`src/common/swc_pkg.sv`:
```
package swc_pkg;

    // Register byte offsets
    localparam logic [11:0] SWC_OFF_CTRL   = 12'h000;
    localparam logic [11:0] SWC_OFF_STATUS = 12'h004;
    localparam logic [11:0] SWC_OFF_WAKEEN = 12'h008;
    localparam logic [11:0] SWC_OFF_IRQST  = 12'h00C;
    localparam logic [11:0] SWC_OFF_IRQMSK = 12'h010;
    localparam logic [11:0] SWC_OFF_LATCH  = 12'h014;

    // Status field positions
    localparam int SWC_ST_PD     = 3;
    localparam int SWC_ST_TO     = 4;
    localparam int SWC_ST_ASLEEP = 0;
    localparam int SWC_ST_GIE    = 1;

    // Control field positions
    localparam int SWC_CTL_WDTEN = 0;
    localparam int SWC_CTL_GIE   = 1;

    // Interrupt status bits
    localparam int SWC_IRQ_ENTER = 0;
    localparam int SWC_IRQ_WAKE  = 1;
    localparam int SWC_IRQ_NOP   = 2;
    localparam int SWC_IRQ_W     = 3;

    // Wake source count: ext pin, port change, eight peripherals
    localparam int SWC_NSRC = 10;

    // Reset values
    localparam logic [31:0] SWC_CTRL_RST   = 32'h0000_0001;
    localparam logic [31:0] SWC_WAKEEN_RST = 32'h0000_0000;

    // Oscillator restart time and its cycle count at 250 MHz
    localparam int SWC_RESTART_NS = 40;
    localparam int SWC_CLK_NS     = 4;
    localparam int SWC_RESTART_CYC = (SWC_RESTART_NS + SWC_CLK_NS - 1) / SWC_CLK_NS;

    // Interrupt vector
    localparam logic [12:0] SWC_INT_VECTOR = 13'h0004;

    typedef enum logic [1:0] {
        SWC_RUN,
        SWC_SLEEP,
        SWC_RESTART,
        SWC_RESUME
    } swc_state_t;

endpackage

```
`src/common/swc_wake_if.sv`:
```
`timescale 1ns/1ps
interface swc_wake_if;
    logic [swc_pkg::SWC_NSRC-1:0] flags;
    logic [swc_pkg::SWC_NSRC-1:0] enables;
    logic                         pending;

    modport src
    (
        output flags,
        output enables,
        input  pending
    );
    modport dst
    (
        input  flags,
        input  enables,
        output pending
    );
endinterface

```
`src/rtl/swc_wake_sources.sv`:
```
`timescale 1ns/1ps
module swc_wake_sources
    import swc_pkg::*;
(
    swc_wake_if.dst wk
);
    // A source wakes only when its own enable is set, whatever the global enable
    assign wk.pending = |(wk.flags & wk.enables);
endmodule

```
`src/rtl/swc_restart_timer.sv`:
```
`timescale 1ns/1ps
module swc_restart_timer
    import swc_pkg::*;
#(
    parameter int CYCLES = SWC_RESTART_CYC
)
(
    input  wire logic clk,
    input  wire logic rstn,
    input  wire logic start,
    output logic      done
);
    localparam int W = $clog2(CYCLES + 1);
    localparam logic [W-1:0] LOAD = W'(CYCLES);
    localparam logic [W-1:0] ONE  = W'(1);
    logic [W-1:0] count;
    logic         busy;

    // Oscillator settle count before execution resumes
    always_ff @(posedge clk or negedge rstn)
    begin
        if (!rstn)
        begin
            count <= '0;
            busy  <= 1'b0;
        end
        else if (start)
        begin
            count <= LOAD;
            busy  <= 1'b1;
        end
        else if (busy)
        begin
            count <= count - ONE;
            busy  <= (count != ONE);
        end
    end

    assign done = busy && (count == ONE);
endmodule

```
`src/rtl/swc_sleep_wake_control.sv`:
```
`timescale 1ns/1ps
module swc_sleep_wake_control
    import swc_pkg::*;
#(
    parameter int PORT_W = 8
)
(
    input  wire logic                clk,
    input  wire logic                rstn,
    input  wire logic                psel,
    input  wire logic                penable,
    input  wire logic                pwrite,
    input  wire logic [11:0]         paddr,
    input  wire logic [31:0]         pwdata,
    output logic      [31:0]         prdata,
    output logic                     pready,
    output logic                     pslverr,
    input  wire logic                sleepInstr,
    input  wire logic                watchdogTimeout,
    input  wire logic                extIntFlag,
    input  wire logic                portChangeFlag,
    input  wire logic [7:0]          periphFlag,
    input  wire logic [PORT_W-1:0]   portOutCore,
    input  wire logic [PORT_W-1:0]   portOeCore,
    output logic      [PORT_W-1:0]   portOut,
    output logic      [PORT_W-1:0]   portOe,
    output logic                     watchdogClear,
    output logic                     oscEnable,
    output logic                     phaseClockEnable,
    output logic                     prefetchNext,
    output logic                     coreStall,
    output logic                     resumeStrobe,
    output logic                     vectorTake,
    output logic      [12:0]         vectorAddr,
    output logic                     irq
);

    ////////////////////////////////////////////////////////////////////////
    // Registers and state

    swc_state_t  state;
    swc_state_t  next_state;
    logic [31:0] ctrl;
    logic [SWC_NSRC-1:0] wakeEn;
    logic        power_down_flag;
    logic        timeout_flag;
    logic [SWC_IRQ_W-1:0] irqStatus;
    logic [SWC_IRQ_W-1:0] irqMask;
    logic [PORT_W-1:0] heldOut;
    logic [PORT_W-1:0] heldOe;
    logic        wakeByInt;
    logic        restartDone;
    logic [31:0] next_rdata;
    logic        restartStart;

    swc_wake_if wk();

    ////////////////////////////////////////////////////////////////////////
    // Wake source gathering

    // Peripherals behind phaseClockEnable cannot flag while asleep, so only
    // the listed asynchronous ones are wired in as wake sources
    assign wk.flags   = {periphFlag, portChangeFlag, extIntFlag};
    assign wk.enables = wakeEn;

    swc_wake_sources u_src
    (
        .wk (wk.dst)
    );

    swc_restart_timer #(.CYCLES(SWC_RESTART_CYC)) u_restart
    (
        .clk   (clk),
        .rstn  (rstn),
        .start (restartStart),
        .done  (restartDone)
    );

    ////////////////////////////////////////////////////////////////////////
    // Decodes

    wire logic watchdogEn  = ctrl[SWC_CTL_WDTEN];
    wire logic gieBit      = ctrl[SWC_CTL_GIE];
    wire logic running     = (state == SWC_RUN);
    wire logic sleepNop    = running && sleepInstr && wk.pending;
    wire logic sleepTake   = running && sleepInstr && !wk.pending;
    wire logic asleep      = (state == SWC_SLEEP);
    wire logic wdtWake     = asleep && watchdogEn && watchdogTimeout;
    wire logic intWake     = asleep && wk.pending;
    wire logic anyWake     = wdtWake || intWake;
    assign restartStart    = anyWake;
    wire logic apbAccess   = psel && penable;
    wire logic apbWrite    = apbAccess && pwrite;
    wire logic apbRead     = apbAccess && !pwrite;
    wire logic selCtrl     = (paddr == SWC_OFF_CTRL);
    wire logic selStatus   = (paddr == SWC_OFF_STATUS);
    wire logic selWakeEn   = (paddr == SWC_OFF_WAKEEN);
    wire logic selIrqSt    = (paddr == SWC_OFF_IRQST);
    wire logic selIrqMsk   = (paddr == SWC_OFF_IRQMSK);
    wire logic selLatch    = (paddr == SWC_OFF_LATCH);
    wire logic mapped      = selCtrl | selStatus | selWakeEn | selIrqSt | selIrqMsk | selLatch;
    wire logic [SWC_IRQ_W-1:0] irqEvents = {sleepNop, anyWake, sleepTake};

    ////////////////////////////////////////////////////////////////////////
    // Sleep sequencer

    always_comb
    begin
        next_state = state;
        unique case (state)
            SWC_RUN:     if (sleepTake) next_state = SWC_SLEEP;
            SWC_SLEEP:   if (anyWake) next_state = SWC_RESTART;
            SWC_RESTART: if (restartDone) next_state = SWC_RESUME;
            SWC_RESUME:  next_state = SWC_RUN;
        endcase
    end

    // Master clear arrives on rstn: full reset, never a resume
    always_ff @(posedge clk or negedge rstn)
    begin
        if (!rstn)
            state <= SWC_RUN;
        else
            state <= next_state;
    end

    // Remember wake cause for the vector decision
    always_ff @(posedge clk or negedge rstn)
    begin
        if (!rstn)
            wakeByInt <= 1'b0;
        else if (anyWake)
            wakeByInt <= intWake;
    end

    ////////////////////////////////////////////////////////////////////////
    // Status flags: power-up sets both power_down_flag and timeout_flag

    always_ff @(posedge clk or negedge rstn)
    begin
        if (!rstn)
        begin
            power_down_flag <= 1'b1;
            timeout_flag    <= 1'b1;
        end
        else if (sleepTake)
        begin
            power_down_flag <= 1'b0;
            timeout_flag    <= 1'b1;
        end
        else if (wdtWake && !intWake)
            timeout_flag <= 1'b0;
    end

    ////////////////////////////////////////////////////////////////////////
    // Core-facing strobes

    assign watchdogClear    = sleepTake;
    assign prefetchNext     = running && sleepInstr;
    assign oscEnable        = !(asleep);
    assign phaseClockEnable = running || (state == SWC_RESUME);
    assign coreStall        = !running;
    assign resumeStrobe     = (state == SWC_RESUME);
    assign vectorTake       = resumeStrobe && wakeByInt && gieBit;
    assign vectorAddr       = SWC_INT_VECTOR;
    // Without global enable, resume simply continues after sleep
    assign irq              = |(irqStatus & irqMask);

    ////////////////////////////////////////////////////////////////////////
    // Port hold: snapshot taken on the entering edge

    always_ff @(posedge clk or negedge rstn)
    begin
        if (!rstn)
        begin
            heldOut <= '0;
            heldOe  <= '0;
        end
        else if (sleepTake)
        begin
            heldOut <= portOutCore;
            heldOe  <= portOeCore;
        end
    end

    // Registered so a glitching core bus cannot leak to the pins in sleep
    always_ff @(posedge clk or negedge rstn)
    begin
        if (!rstn)
        begin
            portOut <= '0;
            portOe  <= '0;
        end
        else
        begin
            portOut <= (asleep || sleepTake) ? ((sleepTake) ? portOutCore : heldOut) : portOutCore;
            portOe  <= (asleep || sleepTake) ? ((sleepTake) ? portOeCore : heldOe) : portOeCore;
        end
    end

    ////////////////////////////////////////////////////////////////////////
    // Software registers

    always_ff @(posedge clk or negedge rstn)
    begin
        if (!rstn)
        begin
            ctrl    <= SWC_CTRL_RST;
            wakeEn  <= SWC_WAKEEN_RST[SWC_NSRC-1:0];
            irqMask <= '0;
        end
        else if (apbWrite)
        begin
            if (selCtrl)   ctrl    <= pwdata;
            if (selWakeEn) wakeEn  <= pwdata[SWC_NSRC-1:0];
            if (selIrqMsk) irqMask <= pwdata[SWC_IRQ_W-1:0];
        end
    end

    // Sticky events; a new event wins over the read-clear
    always_ff @(posedge clk or negedge rstn)
    begin
        if (!rstn)
            irqStatus <= '0;
        else if (apbRead && selIrqSt)
            irqStatus <= irqEvents;
        else
            irqStatus <= irqStatus | irqEvents;
    end

    ////////////////////////////////////////////////////////////////////////
    // Read mux, zero-wait slave

    always_comb
    begin
        next_rdata = '0;
        if (selCtrl)   next_rdata = ctrl;
        if (selStatus)
        begin
            next_rdata[SWC_ST_ASLEEP] = !running;
            next_rdata[SWC_ST_GIE]    = gieBit;
            next_rdata[SWC_ST_PD]     = power_down_flag;
            next_rdata[SWC_ST_TO]     = timeout_flag;
        end
        if (selWakeEn) next_rdata[SWC_NSRC-1:0] = wakeEn;
        if (selIrqSt)  next_rdata[SWC_IRQ_W-1:0] = irqStatus;
        if (selIrqMsk) next_rdata[SWC_IRQ_W-1:0] = irqMask;
        if (selLatch)  next_rdata[SWC_NSRC-1:0] = wk.flags;
    end

    assign prdata  = apbRead ? next_rdata : '0;
    assign pready  = 1'b1;
    assign pslverr = apbAccess && !mapped;

endmodule

```
`config.mk`:
```
export PLATFORM = sky130hd
export DESIGN_NAME = swc_sleep_wake_control
export DESIGN_NICKNAME = d
export VERILOG_FILES = /design/src/common/swc_pkg.sv /design/src/common/swc_wake_if.sv /design/src/rtl/swc_wake_sources.sv /design/src/rtl/swc_restart_timer.sv /design/src/rtl/swc_sleep_wake_control.sv
export SDC_FILE = /design/constraint.sdc
export NUM_CORES = 1
export LEC_CHECK = 0
export BUFFER_PORTS_ARGS = -buffer_cell sky130_fd_sc_hd__clkbuf_2
export CAP_MARGIN = 40
export CORE_AREA = 2 2 97 99
export CTS_CLUSTER_DIAMETER = 40
export DETAILED_ROUTE_END_ITERATION = 12
export DIE_AREA = 0 0 99 101
export PLACE_DENSITY_LB_ADDON = 0.08
export SYNTH_ARGS = -nofsm -noshare
export SYNTH_HDL_FRONTEND = slang
export SYNTH_SLANG_ARGS = --single-unit
```
`constraint.sdc`:
```
create_clock -name clk -period 2.6 [get_ports clk]
set_input_delay 0 -clock clk [delete_from_list [all_inputs] [get_ports clk]]
set_output_delay 0 -clock clk [all_outputs]
set_load 0.005 [all_outputs]
```
==> metrics.csv, run 1 <==
stage,metric,value,unit
layout,stdcell_count,665,
yosys,synth-xor-area-share,0.5910,%
layout,area_growth_syn_to_layout,32.42,%
routing,via_per_inst,4.985,
cts,cts.sinks,90,
yosys,synth_top_area_cell,dfrtp_1,
setup_path,cp-end-kind,primary output,
routing,drc,0,
setup_path,required,2.60,ns
grt,grt_pass1_vias,3227,
yosys,yosysSeqAreaShare,50.75,%
run,drv_cap,0,
yosys,ys.flop_type,dfrtp_1,
setup_path,arrival,2.09,ns
power,power_density,670.4,nW/um^2
sta,slew_headroom,50.23,%
yosys,yosysUniqueCellTypes,45,
die,die_h,101,um
grt,grt.total_usage,19.29,%
yosys,synth-compound-area-share,5.291,%
placement,dp.cells,599,
cts,cts_tree,built,
layout,fin_nets,632,
yosys,synthArstFlopShare,100.0,%
power,leakage,3.087,nW
sta,setup_violations,0,
die,initial_core_util,49.52,%
yosys,synthSimpleGateAreaFrac,12.33,%
cts,clk_pin_slew_worst_paths,0.09,ns
sta,worst_pin_slew,0.7448,ns
layout,drive_above_1_share,43.86,%
cts,cts_root_buffer,clkbuf_8,
placement,placed_cell_area,5166,sq um
placement,io_buffers,133,
power,ir_drop,0.4617,mV
yosys,synth_area,4446,sq um
grt,grt_antenna_before_repair,0,
setup_path,path_class,flip-flop to primary output,
sta,skew,0.01570,ns
setup_path,path_max_fanout,20,
die,io_pins,148,
sta,fmax,0.4787,GHz
sta,rsz0062_at_grt,no,
hold_path,hold_path.class,input pin to flip-flop,
die,die_w,99,um
layout,final_area,5887,sq um
routing,wl_per_cell,14.39,um
routing,first_pass_iters,4,
grt,grt_pass1_wl,15350,um
die,die_area,9999,sq um
yosys,synth_top_area_share,48.97,%
cts,cts_buffers,9,
sta,period_minus_slack,2.089,ns
grt,grt_overflow,0,
routing,ant_nets,0,
grt,grt_max_degree,91,
yosys,syn_area_per_cell,12.11,sq um
placement,gp_congestion,0.7952,
placement,dpl.hpwl,6786,um
yosys,synth_edf_count,0,
sta,fin_crit_sh,80.35,%
die,core,8977,sq um
routing,num_vias,3315,
routing,routed_wl,9568,um
sta,slew_violations,0,
cts,htreeDepth,3,
die,rows,35,
sta,fin_setup_tns,0,ns
cts,clockBufferDepth,2,
routing,drt_iter0_markers,86,
layout,antenna_cells,0,
setup_path,start_kind,flip-flop,
yosys,ys_top_cells_by_area,"dfrtp_1 49%, mux2_2 13%, mux2_4 8.8%, and2_1 3.4%, buf_4 2.4%",
sta,finalHoldViolCount,0,
yosys,synth_top_family_by_area,multiplexers,
yosys,synthMuxAreaShare,23.81,%
cts,clk_latency,0.36,ns
run_status,status,"complete, no violations",
yosys,synthCells,367,
yosys,synthAdderAreaFrac,1.689,%
yosys,yosysWarnings,0,
yosys,ys_ff_latch,90,
==> power breakdown <==
part | internal, mW | switching [mW] | total, mW
clock network | 0.492 | 0.529 | 1.02
logic | 0.660 | 0.462 | 1.12
registers | 1.66 | 0.141 | 1.80
total | 2.81 | 1.13 | 3.95
==> path summary, 6_finish.rpt <==
path                                     startpoint  slack [ns]                  endpoint  depth (start not counted)
max                           wakeEn[1]$_DFFE_PN0P_        0.51             watchdogClear                          6
min                                      sleepInstr        0.07    irqStatus[2]$_DFF_PN0_                          4
max reg2reg                   wakeEn[1]$_DFFE_PN0P_        0.57      portOut[2]$_DFF_PN0_                          5
min reg2reg                timeout_flag$_DFFE_PN1P_        0.49  timeout_flag$_DFFE_PN1P_                          2
max in group asynchronous                      rstn        1.98  timeout_flag$_DFFE_PN1P_                          3
min in group asynchronous                      rstn        0.18       ctrl[5]$_DFFE_PN0P_                          3
==> worst max-delay path: stages (launching register included) <==
cell and delay [ns]:
dfrtp_1 0.41, a22oi_2 0.22, nand4_2 0.21, or3b_4 0.45
buf_4 0.25, inv_1 0.09, clkbuf_2 0.11
==> flip-flops by register name, indices dropped and copies added (netlist names) <==
name             flops
u_restart.count      4
ctrl                32
portOut              8
irqMask              3
u_restart.busy       1
heldOe               8
timeout_flag         1
power_down_flag      1
heldOut              8
portOe               8
wakeByInt            1
wakeEn              10
state                2
irqStatus            3
==> kinds of logic after synthesis <==
logic type,count (synthesis)
and+or+nand+nor,105
DFF,90
muxes,85
buffers and inverters,40
AOI/OAI and AO/OA,36
adders and majority gates,6
xor gates and xnor gates,3
other,2
==> area by class of cell <==
| class | instances | area, sq um |
|---|---|---|
| repair buffers | 189 | 1239 |
| clock buffers | 10 | 137.6 |
| fillers | 720 | 3090 |
| multi-input cells | 249 | 1996 |
| flip-flops and latches | 90 | 2256 |
| clock inverters | 6 | 82.58 |
| well taps | 111 | 138.9 |
| inverters | 10 | 37.54 |
==> cells in the mapped netlist (all sizes together) (8+ instances only) <==
master  instances
dfrtp          87
mux2           78
nand2          28
nor2           25
and2           24
buf            21
nor3           12
inv            10
clkbuf          9
o21ai           9
a21oi           8
a22oi           8
==> timing repair <==
action	CTS	global route
hold endpoints to repair	166	0
gates resized for setup	0	0
buffers inserted	0	0
hold buffers	50	0
==> placed cells by master, fill, tap and decap left out, types with 12 or more instances in the layout <==
master / instances
and2_1: 24
dlygate4sd3_1: 50
nor3_1: 12
nand2_1: 27
conb_1: 14
dfrtp_1: 87
nor2_1: 23
clkbuf_2: 132
mux2_4: 26
mux2_2: 50
==> routing by layer <==
layer / vias to the layer above / global-route usage (%) / share of wire, %
met5: - / 0 / 0
met4: 0 / 6.428 / 1.6
met3: 14 / 2.913 / 4.1
met2: 85 / 32.38 / 49
met1: 1605 / 25.80 / 45
li1: 1611 / - / -
==> stage by stage <==
step                      utilization [%]  power (mW)  hold WS [ns]  setup slack, ns
final                               65.57       3.946       0.06548           0.5108
after global routing                65.57       4.171       0.09899           0.3865
after CTS                           65.57       4.001       0.05752           0.5064
after detailed placement            57.55       2.903       0.07549           0.5756
after global placement              57.55       2.871       0.08265           0.6080
after floorplan                         -       2.585       -0.2956           0.7612
No activity file was read; power rests on OpenSTA's default activity.
==> run 2: changes to the inputs <==
==> constraint.sdc (replaced) <==
create_clock -name clk -period 2 [get_ports clk]
set_input_delay 0 -clock clk [delete_from_list [all_inputs] [get_ports clk]]
set_output_delay 0 -clock clk [all_outputs]
set_load 0.005 [all_outputs]
==> run 2 against run 1 <==
Cell count is 1.4% higher. Routed wire length is 4.0% higher. Critical path depth stayed put. Critical endpoint unchanged. Non-clock buffer count is 9 higher. Register-to-register slack worse by 0.54 ns. First-iteration DRC count is 12% lower. Worst hold slack better by 0.024 ns. Clock-buffer cell count is 1 lower. Flip-flop and latch count stayed put.
==> metrics.csv, run 2 (same netlist as run 1, synthesis figures left out) <==
stage,metric,value,unit,change
cts,clockBufferDepth,2,,unchanged
grt,grt_overflow,0,,unchanged
grt,grt_pass1_wl,16000,um,+4.2%
grt,grt_antenna_before_repair,0,,unchanged
setup_path,arrival,1.97,ns,-0.12 ns
layout,area_growth_syn_to_layout,34.22,%,
die,die_area,9999,sq um,unchanged
layout,largest_reg_flops,32,,unchanged
die,io_pins,148,,unchanged
setup_path,cp-end-kind,primary output,,
sta,fmax,0.5075,GHz,
die,initial_core_util,49.52,%,unchanged
sta,worst_pin_slew,0.5444,ns,-0.2004 ns
cts,cts.sinks,90,,unchanged
placement,dpl.hpwl,6980,um,+2.9%
setup_path,path_class,flip-flop to primary output,,
routing,wl_per_cell,14.77,um,+2.6%
cts,clk_latency,0.36,ns,about the same
sta,finalHoldViolCount,0,,unchanged
power,leakage,3.128,nW,+1.3%
cts,cts_root_buffer,clkbuf_8,,
die,core,8977,sq um,unchanged
routing,num_vias,3384,,+2.1%
layout,top_regs,"ctrl x32, wakeEn x10",,
setup_path,required,2.00,ns,-0.60 ns
run,drv_cap,0,,unchanged
grt,grt_pass1_vias,3447,,+6.8%
setup_path,path_max_fanout,20,,unchanged
cts,clk_pin_slew_worst_paths,0.09,ns,about the same
power,ir_drop,0.6643,mV,+44%
setup_path,slowest_delay,0.43,ns,-0.02 ns
sta,layout_setup_ws,0.02942,ns,-0.4814 ns
placement,gp_congestion,0.8093,,+1.8%
run_status,status,"complete, no violations",,
sta,rsz0062_at_grt,yes,,
grt,grt.total_usage,20.21,%,+0.92 points
power,power_density,883.7,nW/um^2,+32%
routing,drt_iter0_markers,76,,-12%
routing,first_pass_iters,4,,unchanged
sta,slew_headroom,63.71,%,+13 points
cts,htreeDepth,3,,unchanged
sta,fin_setup_tns,0,ns,unchanged
layout,drive_above_1_share,46.18,%,+2.3 points
routing,via_per_inst,5.021,,+0.72%
layout,n_fill_cell,739,,+2.6%
layout,regArea,2256,sq um,unchanged
cts,cts_buffers,9,,unchanged
layout,layout_commonest_cell,clkbuf_2,,
sta,period_minus_slack,1.971,ns,
sta,skew,0.01465,ns,-0.001048 ns
sta,setup_violations,0,,unchanged
setup_path,start_kind,flip-flop,,
grt,grt_max_degree,44,,-52%
sta,fin_crit_sh,98.53,%,
routing,ant_nets,0,,unchanged
placement,dp_slack,0.001244,ns,-0.5743 ns
routing,routed_wl,9953,um,+4.0%
layout,antenna_cells,0,,unchanged
power,power.total,5.273,mW,+34%
die,rows,35,,unchanged
sta,slew_violations,0,,unchanged
routing,drc,0,,unchanged
layout,regMostFlops,ctrl,,
setup_path,crit_path_cell_trace,"a22oi_2, nand4_2, or3b_4, buf_8, inv_1, clkbuf_2",,
die,die_w,99,um,unchanged
placement,io_buffers,133,,unchanged
cts,cts_tree,built,,
layout,multi_input_area,2027,sq um,+1.6%
layout,final_cell_mix,"132 x clkbuf_2, 87 x dfrtp_1, 50 x mux2_2, 50 x dlygate4sd3_1, 27 x nand2_1",,
hold_path,hold_path.class,input pin to flip-flop,,
setup_path,crit_slowest_cell,or3b_4,,
die,die_h,101,um,unchanged
layout,fin_nets,641,,+1.4%
## run 2: cell types whose count changed in the layout (fill, tap and decap cells not counted), sizes merged
cell	before	now
buf	7	16
clkbuf	142	141
clkinv	1	3
clkinvlp	1	0
## run 2: cell type report
type / count / area share [%]
clock inverter: 7 / 1.594
timing repair buffer: 198 / 21.60
clock buffer: 9 / 2.076
inverter: 10 / 0.6291
multi-input combinational: 249 / 33.97
tap: 111 / 2.328
sequential: 90 / 37.81
## run 2: what timing repair did
| action | CTS | global route |
|---|---|---|
| buffers inserted | 2 | 1 |
| gates resized for setup | 5 | 7 |
| hold buffers | 50 | 0 |
| hold endpoints to repair | 119 | 0 |
| setup endpoints to repair | 2 | 9 |
## run 2: per-stage QoR
step | utilization [%] | cell area (sq um) | cells | hold WS, ns
2_1_floorplan | - | 4491 | 379 | -0.2956
3_3_place_gp | 57.77 | 5186 | 605 | 0.01185
3_5_place_dp | 57.77 | 5186 | 605 | 0.01300
4_1_cts | 66.08 | 5932 | 673 | 0.05478
5_1_grt | 66.47 | 5967 | 674 | 0.1151
6_report | 66.47 | 5967 | 674 | 0.08924
## run 2: report_power, final
group	switching, mW	internal (mW)
registers	0.182	2.16
logic	0.660	0.942
clock network	0.712	0.614
## run 2: critical path, delay by kind of cell (launching register included)
kind | cells | cell delay, ns
and+or+nand+nor | 2 | 0.59
DFF | 1 | 0.41
buffers and inverters | 3 | 0.39
AOI/OAI and AO/OA | 1 | 0.21
## run 2: final timing paths
path,startpoint,endpoint,slack [ns],cells past startpoint
max,wakeEn[1]$_DFFE_PN0P_,watchdogClear,0.03,6
min,sleepInstr,irqStatus[2]$_DFF_PN0_,0.09,4
max reg2reg,wakeEn[1]$_DFFE_PN0P_,portOut[3]$_DFF_PN0_,0.03,5
min reg2reg,power_down_flag$_DFFE_PN1P_,power_down_flag$_DFFE_PN1P_,0.50,1
max in group asynchronous,rstn,ctrl[0]$_DFFE_PN1P_,1.12,3
min in group asynchronous,rstn,ctrl[9]$_DFFE_PN0P_,0.15,2
## run 2: per-layer routing
layer / up-vias / track usage (%) / wire length, um
met5: - / 0 / 0
met4: 0 / 8.641 / 221
met2: 112 / 34.10 / 5014
met3: 19 / 3.398 / 489
met1: 1620 / 25.84 / 4227
li1: 1633 / - / -
